`src/rtl/rcis_cfg.svh`:
```
// Offsets, field positions, reset values and sizes for the instruction core
`ifndef RCIS_CFG_SVH
`define RCIS_CFG_SVH

`define RCIS_ADDR_W       8
`define RCIS_OFF_CTRL     8'h00
`define RCIS_OFF_PC       8'h04
`define RCIS_OFF_ACC      8'h08
`define RCIS_OFF_INDEX    8'h0c
`define RCIS_CTRL_RUN     0
`define RCIS_RUN_RST      1'b0
`define RCIS_PC_RST       16'h0000
`define RCIS_REG_RST      8'h00
`define RCIS_RESP_OKAY    2'b00
`define RCIS_RESP_SLVERR  2'b10

`define RCIS_INSTR_W      22
`define RCIS_OP_HI        21
`define RCIS_OP_LO        17
`define RCIS_TGT_SEL      16
`define RCIS_FORM_HI      15
`define RCIS_FORM_LO      14
`define RCIS_DST_HI       13
`define RCIS_DST_LO       10
`define RCIS_SRC_HI       9
`define RCIS_SRC_LO       6
`define RCIS_IMM_HI       7
`define RCIS_IMM_LO       0
`define RCIS_SDATA_HI     15
`define RCIS_SDATA_LO     8

`define RCIS_NREGS        16
`define RCIS_SLOTS        8
`define RCIS_R_I0H        4'h4
`define RCIS_R_I0L        4'h5
`define RCIS_R_IXH        4'hc
`define RCIS_R_IXL        4'hd
`define RCIS_R_STAT       4'he
`define RCIS_R_ACC        4'hf
`define RCIS_IRQ_EN_BIT   5

`endif

```
`src/rtl/rcis_pkg.sv`:
```
// Opcode and operand-form types of the instruction core
package rcis_pkg;
	typedef enum logic [4:0] {
		OP_NOP = 5'b00000, OP_JUMP = 5'b00001, OP_JUMP_Z = 5'b00010,
		OP_JUMP_NZ = 5'b00011, OP_JUMP_C = 5'b00100, OP_JUMP_NC = 5'b00101,
		OP_JUMP_V = 5'b00110, OP_JUMP_NV = 5'b00111, OP_CALL = 5'b01000,
		OP_CALL_INDEX = 5'b01001, OP_RET = 5'b01010, OP_RET_INDEX = 5'b01011,
		OP_RETI = 5'b01100, OP_PUSH = 5'b01101, OP_POP = 5'b01110,
		OP_MOVE_IMM = 5'b01111, OP_MOVE = 5'b10000, OP_STORE = 5'b10001,
		OP_STORE_IMM = 5'b10010, OP_CMOVE_CLR = 5'b10011, OP_CMOVE_SET = 5'b10100,
		OP_LEFT_SHIFT_ZERO_FILL = 5'b10101, OP_LEFT_SHIFT_CARRY_FILL = 5'b10110,
		OP_RIGHT_SHIFT_ZERO_FILL = 5'b10111, OP_RIGHT_SHIFT_CARRY_FILL = 5'b11000,
		OP_RIGHT_SHIFT_ARITH = 5'b11001, OP_ONES_COMPLEMENT = 5'b11010,
		OP_TWOS_NEGATE = 5'b11011, OP_NEGATE_WITH_CARRY = 5'b11100,
		OP_INC = 5'b11101, OP_INC_CARRY = 5'b11110, OP_DEC = 5'b11111
	} rcis_op_t;

	typedef enum logic [1:0] {
		FORM_PAIR = 2'b00,
		FORM_SELF = 2'b01,
		FORM_MEM  = 2'b10,
		FORM_RSVD = 2'b11
	} rcis_form_t;
endpackage : rcis_pkg

```
`src/rtl/rcis_core.sv`:
```
// Single-cycle 8-bit instruction core with an AXI4-Lite control slave
//
// The address map and register access over AXI4-Lite were decided locally.
`timescale 1ns/10ps
`include "rcis_cfg.svh"
module rcis_core (
	input  wire logic                      aclk,
	input  wire logic                      aresetn,
	input  wire logic [`RCIS_ADDR_W-1:0]   s_axi_awaddr,
	input  wire logic                      s_axi_awvalid,
	output logic                           s_axi_awready,
	input  wire logic [31:0]               s_axi_wdata,
	input  wire logic [3:0]                s_axi_wstrb,
	input  wire logic                      s_axi_wvalid,
	output logic                           s_axi_wready,
	output logic [1:0]                     s_axi_bresp,
	output logic                           s_axi_bvalid,
	input  wire logic                      s_axi_bready,
	input  wire logic [`RCIS_ADDR_W-1:0]   s_axi_araddr,
	input  wire logic                      s_axi_arvalid,
	output logic                           s_axi_arready,
	output logic [31:0]                    s_axi_rdata,
	output logic [1:0]                     s_axi_rresp,
	output logic                           s_axi_rvalid,
	input  wire logic                      s_axi_rready,
	output logic [15:0]                    prog_addr,
	input  wire logic [`RCIS_INSTR_W-1:0]  prog_instr,
	output logic [15:0]                    dmem_addr,
	output logic [7:0]                     dmem_wdata,
	output logic                           dmem_we,
	input  wire logic [7:0]                dmem_rdata
);
	import rcis_pkg::*;

	logic [15:0]      pc_reg;
	logic [15:0]      pc_next;
	logic [7:0]       rf_reg [`RCIS_NREGS];
	logic [7:0]       rf_next [`RCIS_NREGS];
	logic [15:0]      slot_reg [`RCIS_SLOTS];
	logic [15:0]      slot_next [`RCIS_SLOTS];
	logic [15:0]      slot_dn [`RCIS_SLOTS];
	logic [15:0]      slot_up [`RCIS_SLOTS];
	logic             c_reg;
	logic             c_next;
	logic             v_reg;
	logic             v_next;
	logic             z_reg;
	logic             z_next;
	logic             run_reg;
	logic             run_next;
	rcis_op_t         op;
	rcis_form_t       form;
	logic [3:0]       dst;
	logic [3:0]       src;
	logic [7:0]       imm;
	logic [7:0]       opnd;
	logic [7:0]       res;
	logic             res_c;
	logic             res_v;
	logic             wr_acc;
	logic             wr_dst;
	logic             flag_cv;
	logic             take;
	logic [15:0]      pc_inc;
	logic [15:0]      prog_index;
	logic [15:0]      tgt;
	logic [15:0]      push_val;

	assign op         = rcis_op_t'(prog_instr[`RCIS_OP_HI:`RCIS_OP_LO]);
	assign form       = rcis_form_t'(prog_instr[`RCIS_FORM_HI:`RCIS_FORM_LO]);
	assign dst        = prog_instr[`RCIS_DST_HI:`RCIS_DST_LO];
	assign src        = prog_instr[`RCIS_SRC_HI:`RCIS_SRC_LO];
	assign imm        = prog_instr[`RCIS_IMM_HI:`RCIS_IMM_LO];
	assign pc_inc     = pc_reg + 16'h0001;
	assign prog_index = {rf_reg[`RCIS_R_IXH], rf_reg[`RCIS_R_IXL]};
	// Target uses the index value held before this instruction
	assign tgt        = prog_instr[`RCIS_TGT_SEL] ? prog_index : prog_instr[15:0];
	assign push_val   = (op == OP_PUSH) ? prog_index : pc_inc;
	assign prog_addr  = pc_reg;

	// Slot shift; the deepest entry is lost on push and duplicated on pop
	genvar k;
	generate
		for (k = 0; k < `RCIS_SLOTS; k++) begin : g_slot
			if (k == 0) begin : g_top
				assign slot_dn[k] = push_val;
			end else begin : g_deep
				assign slot_dn[k] = slot_reg[k-1];
			end
			if (k == `RCIS_SLOTS - 1) begin : g_last
				assign slot_up[k] = slot_reg[k];
			end else begin : g_mid
				assign slot_up[k] = slot_reg[k+1];
			end
		end
	endgenerate

	// Operand select and data operations
	always_comb begin
		opnd = rf_reg[src];
		if (form == FORM_MEM) begin
			opnd = dmem_rdata;
		end else if (form == FORM_SELF) begin
			opnd = rf_reg[dst];
		end
		res        = opnd;
		res_c      = c_reg;
		res_v      = v_reg;
		wr_acc     = 1'b0;
		wr_dst     = 1'b0;
		flag_cv    = 1'b0;
		dmem_addr  = {rf_reg[`RCIS_R_I0H], rf_reg[`RCIS_R_I0L]} + {8'h00, imm};
		dmem_wdata = rf_reg[dst];
		dmem_we    = 1'b0;
		case (op)
			OP_MOVE_IMM: begin
				res    = imm;
				wr_acc = 1'b1;
				wr_dst = 1'b1;
			end
			OP_MOVE: begin
				wr_acc = 1'b1;
				wr_dst = 1'b1;
			end
			OP_STORE: begin
				dmem_we = run_reg;
			end
			OP_STORE_IMM: begin
				dmem_addr  = {8'h00, imm};
				dmem_wdata = prog_instr[`RCIS_SDATA_HI:`RCIS_SDATA_LO];
				dmem_we    = run_reg;
			end
			OP_CMOVE_CLR: begin
				wr_acc = 1'b1;
				wr_dst = !c_reg;
			end
			OP_CMOVE_SET: begin
				wr_acc = 1'b1;
				wr_dst = c_reg;
			end
			OP_LEFT_SHIFT_ZERO_FILL, OP_LEFT_SHIFT_CARRY_FILL: begin
				res   = {opnd[6:0], (op == OP_LEFT_SHIFT_CARRY_FILL) & c_reg};
				res_c = opnd[7];
				res_v = opnd[7] ^ res[7];
			end
			OP_RIGHT_SHIFT_ZERO_FILL, OP_RIGHT_SHIFT_CARRY_FILL: begin
				res   = {(op == OP_RIGHT_SHIFT_CARRY_FILL) & c_reg, opnd[7:1]};
				res_c = opnd[0];
				res_v = opnd[7] ^ res[7];
			end
			OP_RIGHT_SHIFT_ARITH: begin
				res   = {opnd[7], opnd[7:1]};
				res_c = opnd[0];
				res_v = 1'b0;
			end
			OP_ONES_COMPLEMENT: begin
				res    = ~opnd;
				wr_acc = 1'b1;
				wr_dst = 1'b1;
			end
			OP_TWOS_NEGATE: begin
				res   = ~opnd + 8'h01;
				res_c = (res == 8'h00);
				res_v = opnd[7] & res[7];
			end
			OP_NEGATE_WITH_CARRY: begin
				res   = ~opnd + {7'h00, c_reg};
				res_c = (res == 8'h00) & c_reg;
				res_v = opnd[7] & res[7];
			end
			OP_INC: begin
				res   = opnd + 8'h01;
				res_c = (res == 8'h00);
				res_v = !opnd[7] & res[7];
			end
			OP_INC_CARRY: begin
				res   = opnd + {7'h00, c_reg};
				res_c = (res == 8'h00) & c_reg;
				res_v = !opnd[7] & res[7];
			end
			OP_DEC: begin
				res   = opnd - 8'h01;
				res_c = (res != 8'hff);
				res_v = opnd[7] & !res[7];
			end
			default: begin
			end
		endcase
		if (op >= OP_LEFT_SHIFT_ZERO_FILL && op != OP_ONES_COMPLEMENT) begin
			wr_acc  = 1'b1;
			wr_dst  = 1'b1;
			flag_cv = 1'b1;
		end
	end

	always_comb begin
		case (op)
			OP_JUMP_Z:  take = z_reg;
			OP_JUMP_NZ: take = !z_reg;
			OP_JUMP_C:  take = c_reg;
			OP_JUMP_NC: take = !c_reg;
			OP_JUMP_V:  take = v_reg;
			OP_JUMP_NV: take = !v_reg;
			default:    take = 1'b1;
		endcase
	end

	// Core state; halted core holds every register
	always_comb begin
		pc_next   = pc_reg;
		rf_next   = rf_reg;
		slot_next = slot_reg;
		c_next    = c_reg;
		v_next    = v_reg;
		z_next    = z_reg;
		if (run_reg) begin
			pc_next = pc_inc;
			case (op)
				OP_JUMP, OP_JUMP_Z, OP_JUMP_NZ, OP_JUMP_C, OP_JUMP_NC, OP_JUMP_V,
				OP_JUMP_NV: begin
					if (take) begin
						pc_next = tgt;
					end
				end
				OP_CALL: begin
					slot_next = slot_dn;
					pc_next   = tgt;
				end
				OP_CALL_INDEX: begin
					rf_next[`RCIS_R_IXH] = pc_inc[15:8];
					rf_next[`RCIS_R_IXL] = pc_inc[7:0];
					pc_next              = tgt;
				end
				OP_RET, OP_RETI: begin
					pc_next   = slot_reg[0];
					slot_next = slot_up;
					if (op == OP_RETI) begin
						rf_next[`RCIS_R_STAT][`RCIS_IRQ_EN_BIT] = 1'b1;
					end
				end
				OP_RET_INDEX: begin
					pc_next = prog_index;
				end
				OP_PUSH: begin
					slot_next = slot_dn;
				end
				OP_POP: begin
					rf_next[`RCIS_R_IXH] = slot_reg[0][15:8];
					rf_next[`RCIS_R_IXL] = slot_reg[0][7:0];
					slot_next            = slot_up;
				end
				default: begin
				end
			endcase
			if (wr_acc) begin
				rf_next[`RCIS_R_ACC] = res;
				z_next               = (res == 8'h00);
			end
			if (wr_dst) begin
				rf_next[dst] = res;
			end
			if (flag_cv) begin
				c_next = res_c;
				v_next = res_v;
			end
		end
	end

	always_ff @(posedge aclk) begin
		if (!aresetn) begin
			pc_reg <= `RCIS_PC_RST;
			for (int i = 0; i < `RCIS_NREGS; i++) begin
				rf_reg[i] <= `RCIS_REG_RST;
			end
			for (int i = 0; i < `RCIS_SLOTS; i++) begin
				slot_reg[i] <= `RCIS_PC_RST;
			end
			c_reg <= 1'b0;
			v_reg <= 1'b0;
			z_reg <= 1'b0;
		end else begin
			pc_reg   <= pc_next;
			rf_reg   <= rf_next;
			slot_reg <= slot_next;
			c_reg    <= c_next;
			v_reg    <= v_next;
			z_reg    <= z_next;
		end
	end

	// AXI4-Lite slave, one write and one read at a time
	logic                     aw_got_reg;
	logic                     aw_got_next;
	logic                     w_got_reg;
	logic                     w_got_next;
	logic [`RCIS_ADDR_W-1:0]  awaddr_reg;
	logic [`RCIS_ADDR_W-1:0]  awaddr_next;
	logic [31:0]              wdata_reg;
	logic [31:0]              wdata_next;
	logic                     wstrb0_reg;
	logic                     wstrb0_next;
	logic                     bvalid_next;
	logic [1:0]               bresp_next;
	logic                     rvalid_next;
	logic [31:0]              rdata_next;
	logic [1:0]               rresp_next;
	logic [`RCIS_ADDR_W-1:0]  wa;
	logic [31:0]              wd;
	logic                     ws;

	assign s_axi_awready = !aw_got_reg && !s_axi_bvalid;
	assign s_axi_wready  = !w_got_reg && !s_axi_bvalid;
	assign s_axi_arready = !s_axi_rvalid;

	always_comb begin
		aw_got_next = aw_got_reg | (s_axi_awvalid & s_axi_awready);
		w_got_next  = w_got_reg | (s_axi_wvalid & s_axi_wready);
		awaddr_next = aw_got_reg ? awaddr_reg : s_axi_awaddr;
		wdata_next  = w_got_reg ? wdata_reg : s_axi_wdata;
		wstrb0_next = w_got_reg ? wstrb0_reg : s_axi_wstrb[0];
		wa          = awaddr_next;
		wd          = wdata_next;
		ws          = wstrb0_next;
		run_next    = run_reg;
		bvalid_next = s_axi_bvalid & !s_axi_bready;
		bresp_next  = s_axi_bresp;
		if (aw_got_next && w_got_next && !s_axi_bvalid) begin
			aw_got_next = 1'b0;
			w_got_next  = 1'b0;
			bvalid_next = 1'b1;
			bresp_next  = `RCIS_RESP_OKAY;
			case (wa)
				`RCIS_OFF_CTRL: begin
					if (ws) begin
						run_next = wd[`RCIS_CTRL_RUN];
					end
				end
				`RCIS_OFF_PC, `RCIS_OFF_ACC, `RCIS_OFF_INDEX: begin
				end
				default: bresp_next = `RCIS_RESP_SLVERR;
			endcase
		end
		rvalid_next = s_axi_rvalid & !s_axi_rready;
		rdata_next  = s_axi_rdata;
		rresp_next  = s_axi_rresp;
		if (s_axi_arvalid && s_axi_arready) begin
			rvalid_next = 1'b1;
			rresp_next  = `RCIS_RESP_OKAY;
			case (s_axi_araddr)
				`RCIS_OFF_CTRL:  rdata_next = {31'h0, run_reg};
				`RCIS_OFF_PC:    rdata_next = {16'h0, pc_reg};
				`RCIS_OFF_ACC:   rdata_next = {20'h0, rf_reg[`RCIS_R_STAT][`RCIS_IRQ_EN_BIT],
					z_reg, v_reg, c_reg, rf_reg[`RCIS_R_ACC]};
				`RCIS_OFF_INDEX: rdata_next = {slot_reg[0], prog_index};
				default: begin
					rdata_next = 32'h0;
					rresp_next = `RCIS_RESP_SLVERR;
				end
			endcase
		end
	end

	always_ff @(posedge aclk) begin
		if (!aresetn) begin
			aw_got_reg   <= 1'b0;
			w_got_reg    <= 1'b0;
			awaddr_reg   <= '0;
			wdata_reg    <= 32'h0;
			wstrb0_reg   <= 1'b0;
			run_reg      <= `RCIS_RUN_RST;
			s_axi_bvalid <= 1'b0;
			s_axi_bresp  <= `RCIS_RESP_OKAY;
			s_axi_rvalid <= 1'b0;
			s_axi_rdata  <= 32'h0;
			s_axi_rresp  <= `RCIS_RESP_OKAY;
		end else begin
			aw_got_reg   <= aw_got_next;
			w_got_reg    <= w_got_next;
			awaddr_reg   <= awaddr_next;
			wdata_reg    <= wdata_next;
			wstrb0_reg   <= wstrb0_next;
			run_reg      <= run_next;
			s_axi_bvalid <= bvalid_next;
			s_axi_bresp  <= bresp_next;
			s_axi_rvalid <= rvalid_next;
			s_axi_rdata  <= rdata_next;
			s_axi_rresp  <= rresp_next;
		end
	end
endmodule : rcis_core

```
`config.mk`:
```
export PLATFORM = sky130hd
export DESIGN_NAME = rcis_core
export DESIGN_NICKNAME = d
export VERILOG_FILES = /design/src/rtl/rcis_pkg.sv /design/src/rtl/rcis_core.sv
export VERILOG_INCLUDE_DIRS = /design/src /design/src/rtl
export SDC_FILE = /design/constraint.sdc
export NUM_CORES = 1
export LEC_CHECK = 0
export ABC_AREA = 1
export BUFFER_PORTS_ARGS = -buffer_cell sky130_fd_sc_hd__buf_2
export CORE_ASPECT_RATIO = 1.25
export CORE_UTILIZATION = 48
export DETAILED_ROUTE_END_ITERATION = 16
export PLACE_DENSITY = 0.67
export SKIP_LAST_GASP = 1
export SLEW_MARGIN = 15
export SYNTH_ARGS = -nofsm -noshare
export SYNTH_HDL_FRONTEND = slang
export SYNTH_SLANG_ARGS = --single-unit
export TNS_END_PERCENT = 10
```
`constraint.sdc`:
```
create_clock -name aclk -period 10.9 [get_ports aclk]
set_input_delay 2.725 -clock aclk [delete_from_list [all_inputs] [get_ports aclk]]
set_output_delay 2.725 -clock aclk [all_outputs]
set_load 0.01 [all_outputs]
```
[Word-level counts from Yosys, hierarchy flattened]
Cells that the tools add are included.
Word-level totals
  bits in registers: 326
  input bits: 89
  output and inout port bits: 82
  word-level logic and storage cells: 207
Cells by class
  $add $sub $neg: 7
  $lt $le $gt $ge: 4
  eq/ne operators: 41
  muxes and demuxes: 44
  bitwise logic cells: 22
  reductions and logical operators: 49
Operators by type and width (count)
  one-hot mux 128 bit (2 select lines): 1
  bitwise mux 128 bit: 1
  one-hot mux 32 bit (4 select lines): 1
  2-to-1 mux 8 bit: 11
  equality test 5 bit, second input constant: 16
  2-to-1 mux 16 bit: 5
  one-hot mux 8 bit (10 select lines): 1
  binary-select mux 8 bit (select 4 bit): 2
  one-hot mux 16 bit (4 select lines): 1
  zero test 8 bit: 7
  equality test 5 x 4 -> 1 bit, second input constant: 8
  demux 8 bit (select 4 bit): 1
  equality test 8 x 4 -> 1 bit, second input constant: 4
  2-to-1 mux 32 bit: 1
  one-hot mux 16 bit (2 select lines): 1
  equality test 5 x 3 -> 1 bit, second input constant: 4
  adder 16 x 1 -> 16 bit, second input constant: 1
  adder 16 x 8 -> 16 bit: 1
  adder 8 x 1 -> 8 bit: 2
  adder 8 x 1 -> 8 bit, second input constant: 2
  equality test 8 x 3 -> 1 bit, second input constant: 2
  greater-or-equal comparator 5 bit, second input constant: 3
  OR reduction 2 bit: 7
  AND 1 bit: 13
  other kinds (30): 71

[Logic depth before layout (Yosys ltp)]
Gate-level depths: netlist of the first run.
  word-level depth: 13
  gate-level depth with buffers: 29
  depth with buffers taken out: 27

[Worst setup path before layout of the first run]
No wires, ideal clock.
  path kind: input port to output port
  start: input port prog_instr[0]
  end: output port dmem_addr[14]
  data arrival time: 4.840 ns
  setup slack: 3.335 ns
  stages on the path: 14
  path through: ha_1 > inv_1 > fa_1 > o31ai_1 > inv_1 > o21ai_0 > nand3_1 > nand2_1 > nand2_1 > nor2_1 > nand2_1 > nor4_1 > xor2_1 > nor2_1
On the way
  word-level cells in the longest chain between the ends: 2
RTL lines
  start: declaration: RTL line rcis_core.sv:27  | input wire logic [`RCIS_INSTR_W-1:0] prog_instr,
  adder 16 x 8 -> 16 bit: RTL line rcis_core.sv:112  | dmem_addr = {rf_reg[`RCIS_R_I0H], rf_reg[`RCIS_R_I0L]} + {8'h00, imm};
  2-to-1 mux 16 bit: RTL line rcis_core.sv:115  | case (op)
  end: declaration: RTL line rcis_core.sv:28  | output logic [15:0] dmem_addr,
Every way passes these cells.

[Worst setup path in the final report of the first run]
Ends and elaborated chain as after synthesis.

==> results.toml, run 1 <==
[route]
wirelength_mm = 68.8
vias = 20900
drc_errors = 0
drtAntennaViolNets = 0
dr_wl_met3_mm = 5.59
met1_length_mm = 29.4
drt_pre_antenna_iters = 6
wl_per_cell_um = 19.5
vias_per_cell = 5.90
wl_met2_mm = 31.1
drt_iter0_drc = 2306
top_layer_used = "met4"

[grt]
gr-usage-all-layers_pct = 33.2
grt_max_degree = 126
grt_overflow = 0
grt_pass1_vias = 18700
grt_first_pass_wirelength_mm = 106
antenna_found_initial = 0

[timing]
worst_pin_slew_ps = 1210
fmax_mhz = 122
rsz0062_at_grt = "false"
finalSetupViolations = 0
max_slew_margin_pct = 19.3
tns_ps = 0
period_needed_ps = 8170
final_hold_viol_count = 0
clock_skew_ps = 17.8
finalCritPeriodShare_pct = 75.0
report.final.slew_viol_count = 0

[yosys]
syn_inst = 3009
ys_ff_latch = 324
synth_edf_count = 0
ys_seq_area_share_pct = 34.1
yosys.cell_types.count = 53
yosysWarningCount = 0
synthTopCellsByArea = "dfxtp_1, nand2_1, o21ai_0, a21oi_1, inv_1"
synth.cell_area_um2 = 19000
yosys.area.top_type_share_pct = 34.1
synth.avg_cell_area_um2 = 6.32
synth_top_area_cell = "dfxtp_1"
async_flop_share_pct = 0
synthFlopType = "dfxtp_1"

[worst_setup_path]
path_class = "in2out"
critical_path_peak_fanout = 4
cp-end-kind = "output pin"
arrival_ps = 5450
crit_path_max_incr_delay_ps = 410
slowest_stage = "fa_1"
required_ps = 8180
critPathTopFamily = "simple AND/OR/NAND/NOR gates"
reg2reg_slack_ps = 6660
cpMostUsedCell = "nand2_1"
crit_buf_inv = 4
worstPathCellList = "buf_2 -> ha_1 -> inv_1 -> fa_1 -> o31ai_1 -> inv_1 -> o21ai_0 -> nand3_1 -> nand2_1 -> nand2_1 -> nor2_1 -> nand2_1 -> nor4_1 -> xor2_1 -> nor2_1 -> buf_2"
start_kind = "input port"

[die]
start_util_pct = 48.6
fp.dieW_um = 180
die-area_um2 = 40400
core_area_um2 = 39100
num_rows = 81
num_io_pins = 171
die-height_um = 224

[cts]
cts_resized = 0
h-tree-depth = 2
clock_latency_ps = 550
numCtsBuffers = 35
cts_hold_buf = 0
cts_tree = "built"
clk_path_buf_depth = 3
cts.sinks = 324
cts.clk_slew.worst_paths_ps = 60
cts_setup_buffers = 0
root_buffer = "clkbuf_16"

[place]
hpwl_mm = 47.3
dpl_cell_area_um2 = 19600
routabilityCongestion = 1.02
port_buffers = 134

[layout]
design_area_um2 = 20800
multi_input_area_um2 = 10600
final_util_pct = 53.2
drive_gt1_share_pct = 8.86
syn2layout_area_growth_pct = 9.58
fill_cells = 4081
regArea_um2 = 6490
final_nets = 3122

[run_status]
status = "finished clean"

[pwr]
vdd_drop_max_uv = 126
p_per_area_nw_per_um2 = 134
power.total_mw = 2.79
power_leakage_nw = 8.41

[min_path]
holdCritPathClass = "reg2reg"

[flow_run]
cap_violations = 0
-- worst reg2reg max path, cell delays in order (launching register included) --
cell	delay, ps
dfxtp_1	380
inv_1	250
o21ai_0	160
nand2_1	90
nand2_1	60
nand2_1	50
nand2_1	90
nor2_1	220
nand2_1	90
nand3_1	160
nand2_2	190
inv_2	200
ha_1	330
ha_1	230
nand3_1	110
inv_1	110
nand2_1	70
nand3_1	100
nand2_1	60
nor2_1	160
nand2_1	90
nand2_2	460
nand3_1	140
nor2_1	130
nand2_1	70
a21oi_1	110
-- layout by cell type, fill, tap and decap left out, types with 9 or more instances in the layout --
master,count
nand2_1,855
o21ai_0,386
dfxtp_1,324
inv_1,274
a21oi_1,234
nor2_1,169
nand3_1,151
buf_2,133
a31oi_1,116
o22ai_1,40
clkbuf_16,35
o21ai_1,30
nor3_1,26
o211ai_1,23
buf_4,20
a211oi_1,19
nand4_1,19
ha_1,17
inv_2,13
nand2_2,13
o21ai_2,12
mux2i_1,10
xor2_1,9
o221ai_1,9
-- layer usage --
layer / vias to the layer above / track usage (%)
li1: 10100 / -
met5: - / 0
met4: 0 / 13.7
met1: 9676 / 44.7
met3: 171 / 4.47
met2: 964 / 53.4
-- cells by family (layout without fill, tap and decap cells) --
logic type               after synthesis  count (layout)  synth area share, %
AO/OA/AOI/OAI                        895             895                 26.0
flip-flops                           324             324                 34.1
multiplexers                          10              10                0.527
AND/OR/NAND/NOR                     1269            1269                 27.3
other                                  1               3               0.0197
adder cells (fa/ha/maj)               18              18                 1.22
XOR/XNOR                              11              11                0.507
buffers and inverters                481             508                 10.3
-- final cells by class --
type                            instances  area share [%]
Multi-Input combinational cell       2205            51.0
Inverter                              296            5.35
Antenna cell                            1          0.0120
Tap cell                              498            2.99
Clock buffer                           49            4.84
Timing Repair Buffer                  153            3.92
Clock inverter                         10           0.763
Sequential cell                       324            31.1
-- through the flow --
stage	setup slack, ps	hold WS, ps	std cells
4_1_cts	2740	463	3535
2_1_floorplan	3330	445	3010
3_3_place_gp	2720	451	3476
3_5_place_dp	2750	454	3476
5_1_grt	2370	486	3535
6_report	2730	460	3536
-- synth_stat cells (30+ instances only) --
| library cell | number |
|---|---|
| dfxtp_1 | 324 |
| nor2_1 | 171 |
| o22ai_1 | 40 |
| o21ai_0 | 386 |
| nand3_1 | 151 |
| a31oi_1 | 116 |
| clkbuf_1 | 133 |
| inv_1 | 274 |
| nand2_1 | 856 |
| nor3_1 | 30 |
| o21ai_1 | 30 |
| a21oi_1 | 234 |
-- path summary, 6_finish.rpt --
path              depth (start not counted)                           to                         from
hold / removal                            2  s_axi_rdata[0]$_SDFFE_PN0P_  s_axi_rdata[0]$_SDFFE_PN0P_
setup reg to reg                         25           z_reg$_SDFFE_PN0P_   prog_index[8]$_SDFFE_PN0P_
setup / recovery                         16                dmem_addr[14]                prog_instr[0]
hold reg to reg                           2  s_axi_rdata[0]$_SDFFE_PN0P_  s_axi_rdata[0]$_SDFFE_PN0P_
-- power breakdown --
part / internal [mW] / switching, mW
clock network: 0.722 / 0.515
registers: 1.19 / 0.00693
logic: 0.0785 / 0.273
No activity file was read; power rests on OpenSTA's default activity.
==> inputs of run 2 (changes only) <==
--- a/config.mk
+++ b/config.mk
@@ -11,7 +11,7 @@
 export CORE_ASPECT_RATIO = 1.25
 export CORE_UTILIZATION = 48
 export DETAILED_ROUTE_END_ITERATION = 16
-export PLACE_DENSITY = 0.67
+export PLACE_DENSITY = 0.69
 export SKIP_LAST_GASP = 1
 export SLEW_MARGIN = 15
 export SYNTH_ARGS = -nofsm -noshare
==> constraint.sdc (replaced) <==
create_clock -name aclk -period 6.8 [get_ports aclk]
set_input_delay 1.7 -clock aclk [delete_from_list [all_inputs] [get_ports aclk]]
set_output_delay 1.7 -clock aclk [all_outputs]
set_load 0.01 [all_outputs]
==> results.toml, run 2 (synthesized netlist as in run 1, its figures left out) <==
[timing]
rsz0062_at_grt = "false"
report.final.slew_viol_count = 0
finalCritPeriodShare_pct = 91.5
clock_skew_ps = 52.8
tns_ps = 0
period_needed_ps = 6220
worst_pin_slew_ps = 1120
max_slew_margin_pct = 25.2
holdWs_ps = 458
final_hold_viol_count = 0
fmax_mhz = 161
finalSetupViolations = 0

[worst_setup_path]
cp-end-kind = "output pin"
critPathTopFamily = "simple AND/OR/NAND/NOR gates"
slowest_stage = "fa_1"
crit_buf_inv = 4
arrival_ps = 4520
start_kind = "input port"
worstPathCellList = "buf_2 -> ha_1 -> inv_1 -> fa_1 -> o31ai_1 -> inv_1 -> o21ai_0 -> nand3_1 -> nand2_1 -> nand2_1 -> nor2_1 -> nand2_1 -> nor4_1 -> xor2_1 -> nor2_1 -> buf_2"
required_ps = 5100
path_class = "in2out"
crit_path_max_incr_delay_ps = 400
critical_path_peak_fanout = 4
cpMostUsedCell = "nand2_1"

[cts]
h-tree-depth = 2
cts_hold_buf = 0
cts_setup_buffers = 0
clock_latency_ps = 570
cts_resized = 0
cts.clk_slew.worst_paths_ps = 50
cts.sinks = 324
numCtsBuffers = 36
cts_tree = "built"
root_buffer = "clkbuf_16"
clk_path_buf_depth = 3

[die]
die-area_um2 = 40400
die-height_um = 224
core_area_um2 = 39100
num_io_pins = 171
start_util_pct = 48.6
fp.dieW_um = 180
num_rows = 81

[pwr]
p_per_area_nw_per_um2 = 215
vdd_drop_max_uv = 185
power_leakage_nw = 8.54

[flow_run]
cap_violations = 0

[run_status]
status = "finished clean"

[route]
dr_wl_met3_mm = 5.70
wirelength_mm = 68.2
drtAntennaViolNets = 0
drt_iter0_drc = 2577
wl_met2_mm = 30.9
met1_length_mm = 28.0
drt_pre_antenna_iters = 6
drc_errors = 0
top_layer_used = "met4"
vias = 21000
wl_per_cell_um = 19.2
vias_per_cell = 5.91

[grt]
grt_max_degree = 225
antenna_found_initial = 0
grt_pass1_vias = 18900
grt_overflow = 0
grt_first_pass_wirelength_mm = 106
gr-usage-all-layers_pct = 32.8

[place]
hpwl_mm = 47.0
port_buffers = 134
routabilityCongestion = 1.03

[layout]
final_util_pct = 53.8
layout_commonest_cell = "nand2_1"
final_nets = 3143
fill_cells = 3942
mostFrequentLayoutCells = "nand2_1, o21ai_0, dfxtp_1, inv_1, a21oi_1"
n_antenna_cell = 0
syn2layout_area_growth_pct = 10.8
drive_gt1_share_pct = 9.39

[min_path]
holdCritPathClass = "reg2reg"
-- run 2: changes by cell type in the layout (fill, tap and decap cells not counted), sizes merged --
cell,delta
clkinvlp,+1
bufinv,+1
clkinv,+6
diode,-1
buf,+20
inv,-3
clkbuf,-4
-- run 2: final timing paths --
check / from / endpoint / slack [ps] / depth (start not counted)
hold / removal: s_axi_rdata[3]$_SDFFE_PN0P_ / s_axi_rdata[3]$_SDFFE_PN0P_ / 460 / 2
setup reg to reg: prog_index[8]$_SDFFE_PN0P_ / rf_reg[82]$_SDFFE_PN0P_ / 2620 / 21
hold reg to reg: s_axi_rdata[3]$_SDFFE_PN0P_ / s_axi_rdata[3]$_SDFFE_PN0P_ / 460 / 2
setup / recovery: prog_instr[0] / dmem_addr[14] / 580 / 16
-- run 2: final cells by class --
type                    instances  area, um2  area share, %
clock buffers                  45        975           4.63
clock inverters                15        253           1.20
inverters                     296       1110           5.29
multi-input cells            2205      10600           50.3
flip-flops and latches        324       6490           30.8
well taps                     498        623           2.96
repair buffers                173       1000           4.77
-- run 2: metal layers --
metal  vias to the layer above  GRT usage, %
met3                       194          5.31
met2                      1000          52.8
met4                         0          16.7
li1                      10100             -
met5                         -             0
met1                      9725          42.4
-- run 2: through the flow --
| stage | setup WS, ps | cells | power (mW) | instance area [um2] |
|---|---|---|---|---|
| floorplan | 1280 | 3010 | 2.33 | 19000 |
| CTS | 609 | 3556 | 4.54 | 21100 |
| global route | 350 | 3556 | 4.68 | 21100 |
| detailed placement | 616 | 3496 | 2.53 | 19800 |
| global placement | 675 | 3496 | 2.52 | 19800 |
| finish | 578 | 3556 | 4.53 | 21100 |
-- run 2: power by group --
part,internal [mW],leakage [nW],switching (mW)
logic,0.137,5.33,0.440
clock network,1.18,0.597,0.843
registers,1.91,2.62,0.0112
-- run 2: tightest hold or removal path, delay by kind of cell (launching register included) --
family             cells  cell delay [ps]
AOI/OAI and AO/OA      1               50
DFF                    1              300
and+or+nand+nor        1               60
